--- src/design/fgmc_defs.svh ---
// Constants for the multi-function high-voltage pin mode control block.
// Assumes inclusion by bare name from design files; definitions only.
`ifndef FGMC_DEFS_SVH
`define FGMC_DEFS_SVH

// Register indices on the plain register port (byte address = index).
`define FGMC_ADDR_PIN_CFG    8'h00
`define FGMC_ADDR_CTRL       8'h01
`define FGMC_ADDR_STATUS     8'h02
`define FGMC_ADDR_TIMER_PWM  8'h03
`define FGMC_ADDR_PULL       8'h04

// Pin function codes.
`define FGMC_FN_FAIL_MAX     3'h2
`define FGMC_FN_CYCLIC       3'h3
`define FGMC_FN_OFF          3'h4
`define FGMC_FN_WAKE         3'h5
`define FGMC_FN_LOW_SIDE     3'h6
`define FGMC_FN_HIGH_SIDE    3'h7

// Control register bit positions.
`define FGMC_CTRL_TEST_BIT   0
`define FGMC_CTRL_SENSE_BIT  1
`define FGMC_CTRL_LOCK_BIT   2
`define FGMC_CTRL_SOFT_BIT   3

// Status register bit positions.
`define FGMC_ST_FAILURE_BIT  0
`define FGMC_ST_CMDERR_BIT   1
`define FGMC_ST_WAKE_EV_BIT  2
`define FGMC_ST_LEVEL_BIT    3
`define FGMC_ST_OC_BIT       4

// Reset values.
`define FGMC_RST_FN          3'h0
`define FGMC_RST_TIMER_PWM   8'h00
`define FGMC_RST_PULL        2'h0

// Wake filter time in nanoseconds (minimum 13 us, typical 16, maximum 20).
`define FGMC_FILT_MIN_NS     13000
`define FGMC_FILT_MAX_NS     20000
`define FGMC_CLK_NS          8
// Least time rounds up to whole cycles.
`define FGMC_FILT_CYC        ((`FGMC_FILT_MIN_NS + `FGMC_CLK_NS - 1) / `FGMC_CLK_NS)

`endif

--- src/design/fgmc_pkg.sv ---
// Types for the multi-function high-voltage pin mode control block.
// Assumes the constants header is compiled alongside.
package fgmc_pkg;

    // Operating modes of the device, one-hot.
    typedef enum logic [4:0] {
        FGMC_NORMAL    = 5'h01,
        FGMC_STOP      = 5'h02,
        FGMC_SLEEP     = 5'h04,
        FGMC_RESTART   = 5'h08,
        FGMC_FAIL_SAFE = 5'h10
    } fgmc_mode_e;

endpackage

--- src/design/fgmc_pin_ctrl.sv ---
// Mode-dependent control of the multi-function high-voltage pin.
// Assumes the system mode arrives one-hot on the block clock and the pin input is asynchronous.

`include "fgmc_defs.svh"
`timescale 1ns/1ps
`default_nettype none

module fgmc_pin_ctrl
    import fgmc_pkg::*;
#(
    parameter int FILT_CYC = `FGMC_FILT_CYC  // Wake filter length in clock cycles.
) (
    // Clock and reset.
    input  wire logic       clock,
    input  wire logic       rst_n,
    // Register port.
    input  wire logic [7:0] addr,
    input  wire logic [7:0] wdata,
    input  wire logic       wr_en,
    input  wire logic       rd_en,
    output var  logic [7:0] rdata,
    // System mode and events.
    input  wire logic [4:0] sys_mode,
    input  wire logic       fail_event,
    input  wire logic       battery_undervoltage,
    input  wire logic       overcurrent,
    input  wire logic       other_wake_sources,
    input  wire logic       sleep_request,
    input  wire logic       pwm_level,
    input  wire logic       cyclic_on,
    output var  logic       restart_request,
    // Pin side.
    input  wire logic       multi_function_hv_pin_in,
    output var  logic       fail_indicator_output,
    output var  logic       low_side_switch,
    output var  logic       high_side_switch,
    output var  logic       wake_pull_up,
    output var  logic       wake_pull_down,
    output var  logic       hv_sense_route,
    output var  logic       hv_wake_input,
    output var  logic [7:0] timer_pwm_setting
);

    // The filter counter is 16 bits wide, so longer filters cannot be served.
    if (FILT_CYC < 1 || FILT_CYC > 65535) begin : g_bad_filt
        $error("Wake filter length out of range.");
    end

    // Battery undervoltage is deliberately not read anywhere in the pin logic.
    logic unused_uv;                                    // Keeps the input visibly unused.
    assign unused_uv = battery_undervoltage;

    // Stored registers.
    logic [2:0]  pin_fn_r;            // Pin function field.
    logic        test_act_r;          // Fail output test activate.
    logic        sense_en_r;          // High-voltage sense enable.
    logic        lock_r;              // Configuration lock.
    logic [1:0]  pull_cfg_r;          // Wake pull configuration.
    logic [7:0]  timer_pwm_r;         // Timer and PWM setting.
    logic        failure_r;           // Sticky failure flag.
    logic        cmd_err_r;           // Sticky command error flag.
    logic        wake_ev_r;           // Sticky wake event status.
    logic        oc_r;                // Sticky overcurrent status.
    logic        level_r;             // Filtered wake level.
    fgmc_mode_e  mode_q;              // Previous mode for entry detection.

    // Decoded helpers.
    fgmc_mode_e  mode;
    logic        is_fail_fn, is_wake_fn, is_switch_fn, normal, entry_rs;
    logic        wr_cfg, wr_ctrl, wr_st, wr_tp, wr_pull, soft_rst;
    assign mode         = fgmc_mode_e'(sys_mode);
    assign normal       = (mode == FGMC_NORMAL);
    assign is_fail_fn   = (pin_fn_r <= `FGMC_FN_FAIL_MAX);
    assign is_wake_fn   = (pin_fn_r == `FGMC_FN_WAKE);
    assign is_switch_fn = (pin_fn_r == `FGMC_FN_LOW_SIDE)
                        || (pin_fn_r == `FGMC_FN_HIGH_SIDE)
                        || (pin_fn_r == `FGMC_FN_CYCLIC);
    // Entry to Restart or Fail-Safe from Normal, Stop or Sleep.
    assign entry_rs = ((mode == FGMC_RESTART) || (mode == FGMC_FAIL_SAFE))
                    && (mode_q != FGMC_RESTART) && (mode_q != FGMC_FAIL_SAFE);
    assign wr_cfg   = wr_en && (addr == `FGMC_ADDR_PIN_CFG);
    assign wr_ctrl  = wr_en && (addr == `FGMC_ADDR_CTRL);
    assign wr_st    = wr_en && (addr == `FGMC_ADDR_STATUS);
    assign wr_tp    = wr_en && (addr == `FGMC_ADDR_TIMER_PWM);
    assign wr_pull  = wr_en && (addr == `FGMC_ADDR_PULL);
    // Soft reset only honoured in Normal or Stop mode.
    assign soft_rst = wr_ctrl && wdata[`FGMC_CTRL_SOFT_BIT]
                    && (normal || (mode == FGMC_STOP));

    // Pin-function write is legal only in Normal, unlocked, sensing off.
    logic cfg_ok, cfg_bad;
    assign cfg_ok  = wr_cfg && normal && !lock_r && !sense_en_r;
    assign cfg_bad = wr_cfg && normal && !lock_r && sense_en_r;
    // Sensing enable request while fail output configured is refused.
    logic sense_set, sense_bad, test_bad;
    assign sense_set = wr_ctrl && wdata[`FGMC_CTRL_SENSE_BIT] && !sense_en_r;
    assign sense_bad = sense_set && is_fail_fn;
    assign test_bad  = wr_ctrl && wdata[`FGMC_CTRL_TEST_BIT] && sense_en_r;
    // Sleep with pin wake as sole source while sensing is an error.
    logic sleep_bad;
    assign sleep_bad = sleep_request && sense_en_r && is_wake_fn
                     && !other_wake_sources;

    // Previous mode register.
    always_ff @(posedge clock or negedge rst_n) begin
        if (!rst_n) begin
            mode_q <= FGMC_NORMAL;
        end else begin
            mode_q <= mode;
        end
    end

    // Pin function field: a switch function is rewritten Off on overcurrent or Restart/Fail-Safe entry.
    always_ff @(posedge clock or negedge rst_n) begin
        if (!rst_n) begin
            pin_fn_r <= `FGMC_RST_FN;
        end else if (is_switch_fn && (overcurrent || entry_rs)) begin
            pin_fn_r <= `FGMC_FN_OFF;
        end else if (soft_rst && !lock_r) begin
            pin_fn_r <= `FGMC_RST_FN;
        end else if (cfg_ok) begin
            pin_fn_r <= wdata[2:0];
        end
    end

    // Control bits: lock, sensing enable and test activation.
    always_ff @(posedge clock or negedge rst_n) begin
        if (!rst_n) begin
            test_act_r <= 1'b0;
            sense_en_r <= 1'b0;
            lock_r     <= 1'b0;
        end else if (entry_rs && (mode == FGMC_RESTART)) begin
            // Test activation is dropped on Restart entry.
            test_act_r <= 1'b0;
        end else if (wr_ctrl) begin
            // Test bit may be written in any configuration, but is ignored while sensing.
            test_act_r <= wdata[`FGMC_CTRL_TEST_BIT] && !sense_en_r;
            sense_en_r <= wdata[`FGMC_CTRL_SENSE_BIT] && !sense_bad;
            lock_r     <= wdata[`FGMC_CTRL_LOCK_BIT];
        end
    end

    // Timer/PWM and pull configuration; pull writes always stored.
    always_ff @(posedge clock or negedge rst_n) begin
        if (!rst_n) begin
            timer_pwm_r <= `FGMC_RST_TIMER_PWM;
            pull_cfg_r  <= `FGMC_RST_PULL;
        end else if (soft_rst) begin
            timer_pwm_r <= `FGMC_RST_TIMER_PWM;
            pull_cfg_r  <= `FGMC_RST_PULL;
        end else begin
            if (wr_tp) begin
                timer_pwm_r <= wdata;
            end
            if (wr_pull) begin
                pull_cfg_r <= wdata[1:0];
            end
        end
    end

    // Sticky status flags; a set in the clearing cycle wins.
    always_ff @(posedge clock or negedge rst_n) begin
        if (!rst_n) begin
            failure_r <= 1'b0;
            cmd_err_r <= 1'b0;
            oc_r      <= 1'b0;
        end else begin
            // Failure is flagged whatever the pin function, and software clears it.
            failure_r <= fail_event
                       || (failure_r && !(wr_st && wdata[`FGMC_ST_FAILURE_BIT]));
            cmd_err_r <= cfg_bad || sense_bad || test_bad || sleep_bad
                       || (cmd_err_r && !(wr_st && wdata[`FGMC_ST_CMDERR_BIT]));
            oc_r      <= (overcurrent && is_switch_fn)
                       || (oc_r && !(wr_st && wdata[`FGMC_ST_OC_BIT]));
        end
    end

    // Three-stage synchroniser for the pin input.
    logic [2:0] pin_sync_r;
    always_ff @(posedge clock or negedge rst_n) begin
        if (!rst_n) begin
            pin_sync_r <= 3'h0;
        end else begin
            pin_sync_r <= {pin_sync_r[1:0], multi_function_hv_pin_in};
        end
    end

    // Wake filter: a level different from the accepted one must hold FILT_CYC cycles.
    logic        pin_stable, wake_gate;
    logic [15:0] filt_cnt_r;
    assign pin_stable = (pin_sync_r[2] == pin_sync_r[1]);
    assign wake_gate  = is_wake_fn && !sense_en_r;
    always_ff @(posedge clock or negedge rst_n) begin
        if (!rst_n) begin
            filt_cnt_r <= 16'h0000;
            level_r    <= 1'b0;
        end else if (!wake_gate || !pin_stable || (pin_sync_r[2] == level_r)) begin
            filt_cnt_r <= 16'h0000;
        end else if (filt_cnt_r == 16'(FILT_CYC - 1)) begin
            // Level keeps updating in every mode, Restart and Fail-Safe included.
            filt_cnt_r <= 16'h0000;
            level_r    <= pin_sync_r[2];
        end else begin
            filt_cnt_r <= filt_cnt_r + 16'h0001;
        end
    end

    // Wake event capture; cleared on Fail-Safe entry, set wins over software clear.
    logic level_change;
    assign level_change = wake_gate && pin_stable && (pin_sync_r[2] != level_r)
                        && (filt_cnt_r == 16'(FILT_CYC - 1));
    always_ff @(posedge clock or negedge rst_n) begin
        if (!rst_n) begin
            wake_ev_r <= 1'b0;
        end else if (level_change) begin
            wake_ev_r <= 1'b1;
        end else if ((entry_rs && (mode == FGMC_FAIL_SAFE))
                     || (wr_st && wdata[`FGMC_ST_WAKE_EV_BIT])) begin
            wake_ev_r <= 1'b0;
        end
    end

    // Pin drivers and wake outputs; Stop/Sleep keep the Normal settings.
    always_ff @(posedge clock or negedge rst_n) begin
        if (!rst_n) begin
            fail_indicator_output <= 1'b0;
            low_side_switch       <= 1'b0;
            high_side_switch      <= 1'b0;
            wake_pull_up          <= 1'b0;
            wake_pull_down        <= 1'b0;
            hv_sense_route        <= 1'b0;
            hv_wake_input         <= 1'b0;
            restart_request       <= 1'b0;
        end else begin
            // Failure holds the output through every mode; test is cleared on Restart entry but can be set again in Restart.
            fail_indicator_output <= is_fail_fn && !sense_en_r
                                   && (failure_r || test_act_r);
            // Restart/Fail-Safe force switches off; Stop/Sleep hold configuration.
            low_side_switch  <= !entry_rs && (pin_fn_r == `FGMC_FN_LOW_SIDE)
                              && !sense_en_r && pwm_level;
            high_side_switch <= !entry_rs && !sense_en_r
                              && (((pin_fn_r == `FGMC_FN_HIGH_SIDE) && pwm_level)
                               || ((pin_fn_r == `FGMC_FN_CYCLIC) && cyclic_on));
            wake_pull_up     <= wake_gate && pull_cfg_r[0];
            wake_pull_down   <= wake_gate && pull_cfg_r[1];
            hv_sense_route   <= sense_en_r;
            hv_wake_input    <= level_change;
            restart_request  <= sleep_bad;
        end
    end

    // Read data, valid the cycle after the read strobe only.
    always_ff @(posedge clock or negedge rst_n) begin
        if (!rst_n) begin
            rdata <= 8'h00;
        end else if (!rd_en) begin
            rdata <= 8'h00;
        end else begin
            case (addr)
                `FGMC_ADDR_PIN_CFG:   rdata <= {5'h00, pin_fn_r};
                `FGMC_ADDR_CTRL:      rdata <= {5'h00, lock_r, sense_en_r, test_act_r};
                // Level is hidden outside Normal mode.
                `FGMC_ADDR_STATUS:    rdata <= {3'h0, oc_r, level_r && normal, wake_ev_r,
                                                cmd_err_r, failure_r};
                `FGMC_ADDR_TIMER_PWM: rdata <= timer_pwm_r;
                `FGMC_ADDR_PULL:      rdata <= {6'h00, pull_cfg_r};
                default:              rdata <= 8'h00;
            endcase
        end
    end

    // Re-enable spacing after a short is left to software.
    assign timer_pwm_setting = timer_pwm_r;

endmodule // fgmc_pin_ctrl

`default_nettype wire

--- config.mk ---
export PLATFORM = sky130hd
export DESIGN_NAME = fgmc_pin_ctrl
export DESIGN_NICKNAME = d
export VERILOG_FILES = /design/src/design/fgmc_pkg.sv /design/src/design/fgmc_pin_ctrl.sv
export VERILOG_INCLUDE_DIRS = /design/src /design/src/design
export SDC_FILE = /design/constraint.sdc
export NUM_CORES = 1
export LEC_CHECK = 0
export BUFFER_PORTS_ARGS = -buffer_cell sky130_fd_sc_hd__buf_2
export CAP_MARGIN = 20
export CORE_MARGIN = 2
export CORE_UTILIZATION = 54
export DETAILED_ROUTE_END_ITERATION = 7
export PLACE_DENSITY = 0.82
export SKIP_CTS_REPAIR_TIMING = 1
export SLEW_MARGIN = 15
export SYNTH_ARGS = -nofsm -noshare
export SYNTH_HDL_FRONTEND = slang
export SYNTH_SLANG_ARGS = --single-unit
export TNS_END_PERCENT = 100
--- constraint.sdc ---
create_clock -name clock -period 1.95 [get_ports clock]
set_input_delay 0.0975 -clock clock [delete_from_list [all_inputs] [get_ports clock]]
set_output_delay 0.0975 -clock clock [all_outputs]
set_load 0.02 [all_outputs]
## Word level (Yosys, flattened, before mapping)

Cells that the tools add are included.

| storage, ports and cells | value |
|---|---|
| latch bits | 0 |
| ROM bits | 0 |
| memories | 0 |
| register bits after elaboration | 61 |
| memory bits (writable) | 0 |

| cells by class | value |
|---|---|
| divide/modulo/power cells | 0 |
| magnitude comparators | 1 |
| bitwise gates (word level) | 2 |
| $add $sub $neg | 1 |
| reductions and logical operators | 85 |
| multipliers | 0 |
| shift operators | 0 |
| mux-type cells | 15 |
| equality and inequality tests | 18 |

Operators with widths:

| operator | number |
|---|---|
| logical AND 1 bit | 51 |
| one-hot mux 8 bit (5 select lines) | 1 |
| two-way mux 16 bit | 2 |
| two-way mux 8 bit | 3 |
| adder 16 x 1 -> 16 bit, second input constant | 1 |
| equality test 16 x 11 -> 1 bit, second input constant | 1 |
| equality test 8 x 2 -> 1 bit, second input constant | 2 |
| logical OR 1 bit | 16 |
| logical NOT 1 bit | 10 |
| equality test 3 bit, second input constant | 3 |
| two-way mux 3 bit | 3 |
| equality test 8 x 1 -> 1 bit, second input constant | 1 |
| equality test 8 x 3 -> 1 bit, second input constant | 1 |
| logical NOT 8 bit | 1 |
| nonzero test 2 bit | 4 |
| equality test 5 x 1 -> 1 bit, second input constant | 1 |
| equality test 5 x 2 -> 1 bit, second input constant | 1 |
| equality test 5 x 4 -> 1 bit, second input constant | 1 |
| equality test 5 bit, second input constant | 1 |
| inequality test 5 x 4 -> 1 bit, second input constant | 1 |
| inequality test 5 bit, second input constant | 1 |
| two-way mux 1 bit | 4 |
| two-way mux 2 bit | 2 |
| AND reduction 2 bit | 2 |
| other kinds (6) | 8 |

## Logic depth before layout (Yosys ltp)

Gate-level depths: netlist of the first run.

| logic depth | value |
|---|---|
| depth after elaboration | 9 |
| depth in mapped cells | 8 |
| gate-level depth less buffers | 6 |

## Worst setup path before layout of the first run

Ideal clock, no wire load.

| path | value |
|---|---|
| path type | register to register |
| start | reg filt_cnt_r[0] |
| end | reg filt_cnt_r[10] |
| data required time | 1.818 ns |
| buffers on the path | 2 |
| setup slack | 0.163 ns |
| arrival time | 1.655 ns |
| stages on the path, launching flop included | 9 |
| setup time | 0.132 ns |
| cell sequence | dfrtp_1 -> inv_1 -> ha_1 -> nor4b_1 -> nand4_1 -> nand2b_1 -> clkbuf_1 -> clkbuf_1 -> nor2_1 |

| on the way | value |
|---|---|
| cells in the longest elaborated chain, start to end | 3 |

Ends and longest elaborated chain:

| element | line | RTL |
|---|---|---|
| start: declaration | fgmc_pin_ctrl.sv:190 | `logic [15:0] filt_cnt_r;` |
| start signal: assignment | fgmc_pin_ctrl.sv:204 | `filt_cnt_r <= filt_cnt_r + 16'h0001;` |
| adder 16 x 1 -> 16 bit or equality test 16 x 11 -> 1 bit (tied branches) | fgmc_pin_ctrl.sv:204, fgmc_pin_ctrl.sv:199 |  |
| two-way mux 16 bit (*) | fgmc_pin_ctrl.sv:199 | `end else if (filt_cnt_r == 16'(FILT_CYC - 1)) begin` |
| two-way mux 16 bit (*) | fgmc_pin_ctrl.sv:197 | `end else if (!wake_gate \|\| !pin_stable \|\| (pin_sync_r[2] == level_r)) begin` |

Mark *: on every way between the ends. The rest lies on a longest branch, timed or not.
A chain may end at the register's enable or synchronous reset.

## Worst setup path after layout of the first run

| path | value |
|---|---|
| start | reg pin_fn_r[0] |
| end | reg level_r |

| on the way | value |
|---|---|
| cells in the longest elaborated chain, start to end | 7 |

Ends and longest elaborated chain:

| element | line | RTL |
|---|---|---|
| start: declaration | fgmc_pin_ctrl.sv:54 | `logic [2:0] pin_fn_r;` |
| start signal: assignment | fgmc_pin_ctrl.sv:116 | `` pin_fn_r <= `FGMC_RST_FN; `` |
| start signal: assignment | fgmc_pin_ctrl.sv:118 | `` pin_fn_r <= `FGMC_FN_OFF; `` |
| start signal: assignment | fgmc_pin_ctrl.sv:120 | `` pin_fn_r <= `FGMC_RST_FN; `` |
| equality test 3 bit (no line) | -- |  |
| logical AND 1 bit | fgmc_pin_ctrl.sv:192 | `assign wake_gate = is_wake_fn && !sense_en_r;` |
| logical NOT 1 bit | fgmc_pin_ctrl.sv:197 |  |
| logical OR 1 bit (2 in a row) | fgmc_pin_ctrl.sv:197 |  |
| NOT 1 bit (no line) | -- |  |
| AND reduction 2 bit (no line) | -- |  |
| end signal: assignment | fgmc_pin_ctrl.sv:202 | `level_r <= pin_sync_r[2];` |
| end: declaration | fgmc_pin_ctrl.sv:64 | `logic level_r;` |

Every way passes these cells.

==> results.toml, run 1 <==
[synth]
synth-edff-count = 0
yosysSeqAreaShare_pct = 53.7
yosysWarningCount = 0
synth-main-ff-cell = "dfrtp_1"
synth_area_um2 = 2850
ys_seq_elements = 61
syn_nets = 299
synth-compound-area-share_pct = 6.33
synth_top_family_by_area = "simple AND/OR/NAND/NOR gates"
syn_inst = 264
synth.distinct_cells = 47
synth_xor_area_share_pct = 4.93
async_flop_share_pct = 100
synthAdderAreaFrac_pct = 0.880
synth.avg_cell_area_um2 = 10.8
synthSimpleGateAreaFrac_pct = 24.5
synthMuxAreaShare_pct = 7.43

[sta]
max-slew-margin-rel_pct = 49.9
slew_violations = 0
fin_crit_ps = 1860
final.setup.tns_ps = 0
finalCritPeriodShare_pct = 95.5
fin_skew_ps = 8.82
finalSetupViolCount = 0
fmax_ghz = 0.537
rsz0062_at_grt = "false"
hold_violations = 0
tightestPinTransition_ps = 746

[die]
die_area_um2 = 5870
die_y_um = 76.6
coreArea_um2 = 5110
die-width_um = 76.6
initial_core_util_pct = 55.7
ios = 57
rows = 26

[global_routing]
antenna_found_initial = 0
grt-ovfl-total = 0
use_met2_pct = 39.5
grtUsageTotal_pct = 23.9
grt_busiest_layer = "met2"
grt_max_degree = 39
grt_pass1_wl_um = 10800
grtUsageMet1_pct = 29.4
grt_util_met3_pct = 9.36
first_global_vias = 2284

[critical_path]
cp_max_fo = 8
end_kind = "flop"
cp.required_ps = 2180
start_kind = "flop"
worstPathCellList = "nor4bb_1 -> o21ai_1 -> nor2_1 -> mux2_2"
criticalPathCategory = "reg2reg"
r2r-start = "pin_fn_r[0]"
ff2ff_setup_slack_ps = 90
critPathLaunch = "pin_fn_r[0]"
crit_arrival_ps = 2100
slowest_delay_ps = 500
critPathSlowestCell = "dfrtp_1"

[route]
vias = 2413
drt-total-wl_um = 6780
drcViolationCount = 0
final_antenna_net_count = 0
dr.pass1.iters = 4
drt_iter0_markers = 162
avgViaCountPerCell = 5.69
wire_per_inst_um = 16.0

[cts]
cts.sinks = 61
cts_buffers = 9
cts_tree = "built"
cts-root-buf = "clkbuf_8"
cts.path.max_buffers = 2
clkTransAtPathRegs_ps = 70
h-tree-depth = 3
clk_latency_ps = 350

[power_and_ir_drop]
power_density_nw_per_um2 = 778
total_power_mw = 2.85
ir_worst_vdd_uv = 730
leakage_nw = 1.72

[cells_and_area]
area_growth_syn_to_layout_pct = 28.8
nFillCells = 380
layout-drive-gt1-share_pct = 26.6
final_nets = 384
ff_latch_area_um2 = 1530
multiInputGateArea_um2 = 1260
final_cell_mix = "60 x dfrtp_1, 55 x buf_2, 40 x nor2_1"
layout_commonest_cell = "dfrtp_1"
n_antenna_cell = 0

[run_status]
status = "complete, no violations"

[placement]
place.gp.congestion = 0.929
hpwlAfterDp_um = 4660
numPortBuffers = 55

[worst_hold_path]
min_from = "wdata[5]"
worstHoldPathType = "in2reg"

[run]
maxCapViolations = 0
## flip-flops by register name, summed over array words and instances (netlist names), 2 cells and up
signal,cells
rdata,8
pin_fn_r,3
filt_cnt_r,16
pin_sync_r,3
pull_cfg_r,2
mode_q,5
timer_pwm_setting,8
## final timing paths
path	to	cells after the start
worst max-delay path	level_r	4
min in group asynchronous	rdata[3]	2
max in group asynchronous	mode_q[0]	3
worst max register to register	level_r	4
worst min-delay path	timer_pwm_setting[5]	3
worst min register to register	pin_sync_r[1]	0
## critical path, delay by kind of cell, from the launching register on
| kind | cells | cell delay [ps] |
|---|---|---|
| DFF | 1 | 500 |
| and+or+nand+nor | 2 | 700 |
| muxes | 1 | 350 |
| AOI/OAI and AO/OA | 1 | 200 |
## layout make-up
class | count | area share (%)
clock inverter | 4 | 2.59
multi-input combinational | 186 | 34.3
inverter | 10 | 1.02
clock buffer | 12 | 3.96
timing repair buffer | 81 | 14.0
sequential | 61 | 41.7
tap | 70 | 2.39
## synthesized netlist by cell type, types with 6 or more instances
cell type / n / area share [%]
dfrtp_1: 60 / 53
nor2_1: 40 / 5.3
nand2_1: 15 / 2.0
xnor2_1: 12 / 3.7
mux2i_1: 11 / 3.9
nand3_1: 11 / 1.9
inv_1: 10 / 1.3
nor3_1: 8 / 1.4
clkbuf_1: 6 / 0.79
nand4_1: 6 / 1.3
## cells by family (layout without fill, tap and decap cells)
logic type | Yosys count | in the layout
muxes | 17 | 17
adders and majority gates | 2 | 2
AOI/OAI and AO/OA | 27 | 27
xor gates and xnor gates | 16 | 16
and+or+nand+nor | 124 | 124
DFF | 61 | 61
buffers and inverters | 17 | 107
## power by group
part           switching, mW  total [mW]  internal, mW
clock                  0.485        1.37         0.883
combinational          0.103       0.181        0.0784
sequential            0.0144        1.30          1.29
total                  0.602        2.85          2.25
## routing by layer
| metal | share of wire [%] | vias to the layer above |
|---|---|---|
| li1 | - | 1111 |
| met2 | 50 | 103 |
| met4 | 2.7 | 0 |
| met1 | 40 | 1172 |
| met3 | 6.6 | 27 |
| met5 | 0 | - |
## through the flow
step                hold slack, ps  worst slack (ps)  utilization, %  area (um2)  cells
finish                        23.0              88.0            71.8        3660    424
global route                  31.9              16.0            71.8        3660    424
CTS                           -251              84.6            69.3        3540    412
detailed placement             121               102            64.6        3300    396
global placement               123               170            64.6        3300    396
floorplan                     -198               163               -        2850    264
Note: power is estimated with default switching activity, not from simulation.
==> run 2: changes to the inputs <==
Settings changed: CORE_UTILIZATION 54 to 59, PLACE_DENSITY 0.82 to 0.88.
Clock period 1.95 ns to 2.28 ns, I/O delays scaled along.
==> results.toml, run 2 (synthesis gave the netlist of run 1 again) <==
[sta]
hold_violations = 0
tightestPinTransition_ps = 653
final.setup.tns_ps = 0
fmax_ghz = 0.535
fin_crit_ps = 1870
max-slew-margin-rel_pct = 56.1
fin_skew_ps = 6.33
finalCritPeriodShare_pct = 82.0
rsz0062_at_grt = "false"
slew_violations = 0
finalSetupViolCount = 0

[cells_and_area]
layout_commonest_cell = "dfrtp_1"
regMostFlops = "filt_cnt_r"
nFillCells = 314
final_cell_mix = "60 x dfrtp_1, 55 x buf_2, 40 x nor2_1"
layout-drive-gt1-share_pct = 24.8
area_growth_syn_to_layout_pct = 22.3
n_antenna_cell = 0
utilization_pct = 74.2
final_nets = 374
largest_register_ff_count = 16

[route]
vias = 2334
final_antenna_net_count = 0
avgViaCountPerCell = 5.88
wire_per_inst_um = 16.0
drt_iter0_markers = 215
drt-total-wl_um = 6340
dr.pass1.iters = 4
drcViolationCount = 0

[critical_path]
worstPathCellList = "dlygate4sd3_1 -> buf_2 -> nor3_1 -> and4b_1 -> nand3_1 -> a221oi_1"
start_kind = "primary input"
critPathSlowestCell = "nor3_1"
crit_arrival_ps = 2090
criticalPathCategory = "in2reg"
critPathBufInv = 2
slowest_delay_ps = 560
critPathTopFamily = "simple AND/OR/NAND/NOR gates"
end_kind = "flop"
cp_max_fo = 5
cp.required_ps = 2500

[global_routing]
antenna_found_initial = 0
grt-ovfl-total = 0
first_global_vias = 2159
grt_max_degree = 37
grtUsageTotal_pct = 24.8
grt_pass1_wl_um = 9890

[cts]
cts-root-buf = "clkbuf_8"
cts_tree = "built"
h-tree-depth = 3
clkTransAtPathRegs_ps = 60
clk_latency_ps = 330
cts.path.max_buffers = 2
cts.sinks = 61
cts_buffers = 9

[die]
ios = 57
coreArea_um2 = 4690
initial_core_util_pct = 60.6
die_y_um = 73.4
rows = 25
die_area_um2 = 5390
die-width_um = 73.4

[placement]
numPortBuffers = 55
place.gp.congestion = 0.873
hpwlAfterDp_um = 4440

[power_and_ir_drop]
power_switching_mw = 0.485
leakage_nw = 1.64
p_int_mw = 1.64
seqPwrFrac_pct = 52.4
ir_worst_vdd_uv = 427
swShare_pct = 22.8
power_density_nw_per_um2 = 611
pwr-share-clk_pct = 40.7
p_comb_share_pct = 6.9

[run]
maxCapViolations = 0

[worst_hold_path]
worstHoldPathType = "in2reg"

[run_status]
status = "complete, no violations"
## run 2: cell count changes in the layout (fill, tap and decap cells not counted), sizes merged
cell,previous run,this run
buf,69,62
bufinv,3,0
dlygate4sd3,12,9
clkbuf,12,14
## run 2: worst min-delay path: stages
cell	delay (ps)
buf_2	80
mux2i_1	50
nor2_1	70
## run 2: layout make-up
| type | count | area, um2 | area share [%] |
|---|---|---|---|
| Sequential cell | 61 | 1530 | 43.9 |
| Inverter | 10 | 37.5 | 1.08 |
| Clock buffer | 14 | 173 | 4.96 |
| Timing Repair Buffer | 71 | 418 | 12.0 |
| Clock inverter | 1 | 5.00 | 0.144 |
| Tap cell | 54 | 67.6 | 1.94 |
| Multi-Input combinational cell | 186 | 1250 | 36.0 |
## run 2: routing by layer
layer  global-route usage [%]  vias to the layer above  share of wire [%]
met3                     4.53                       15                7.1
li1                         -                     1094                  -
met4                     11.9                        0                2.1
met1                     32.3                     1121                 40
met5                        0                        -                  0
met2                     40.2                      104                 51
## run 2: worst paths after layout
path                                from  cells after the start                    to  slack, ps
max                          sys_mode[3]                      6           pin_fn_r[0]        410
max in group asynchronous          rst_n                      3             mode_q[0]       1580
min in group asynchronous          rst_n                      3        filt_cnt_r[14]        300
max reg2reg                filt_cnt_r[0]                      6         filt_cnt_r[8]        420
min                             wdata[5]                      3  timer_pwm_setting[5]         30
min reg2reg                pin_sync_r[0]                      0         pin_sync_r[1]        350
## run 2: metrics by stage
step	hold WS (ps)	instances	worst slack (ps)	total power [mW]	area [um2]
after floorplan	-182	264	493	1.19	2850
after global placement	127	373	358	1.26	3210
after global routing	41.8	397	206	2.20	3480
after detailed placement	130	373	351	1.27	3210
final	29.4	397	410	2.13	3480
after CTS	-227	388	367	2.13	3390
## run 2: power groups by stage
stage / Clock [mW] / Sequential (mW) / Combinational (mW)
floorplan: 0 / 1.14 / 0.0463
global placement: 0 / 1.13 / 0.130
detailed placement: 0 / 1.13 / 0.133
CTS: 0.880 / 1.11 / 0.134
global route: 0.926 / 1.12 / 0.162
finish: 0.866 / 1.11 / 0.146
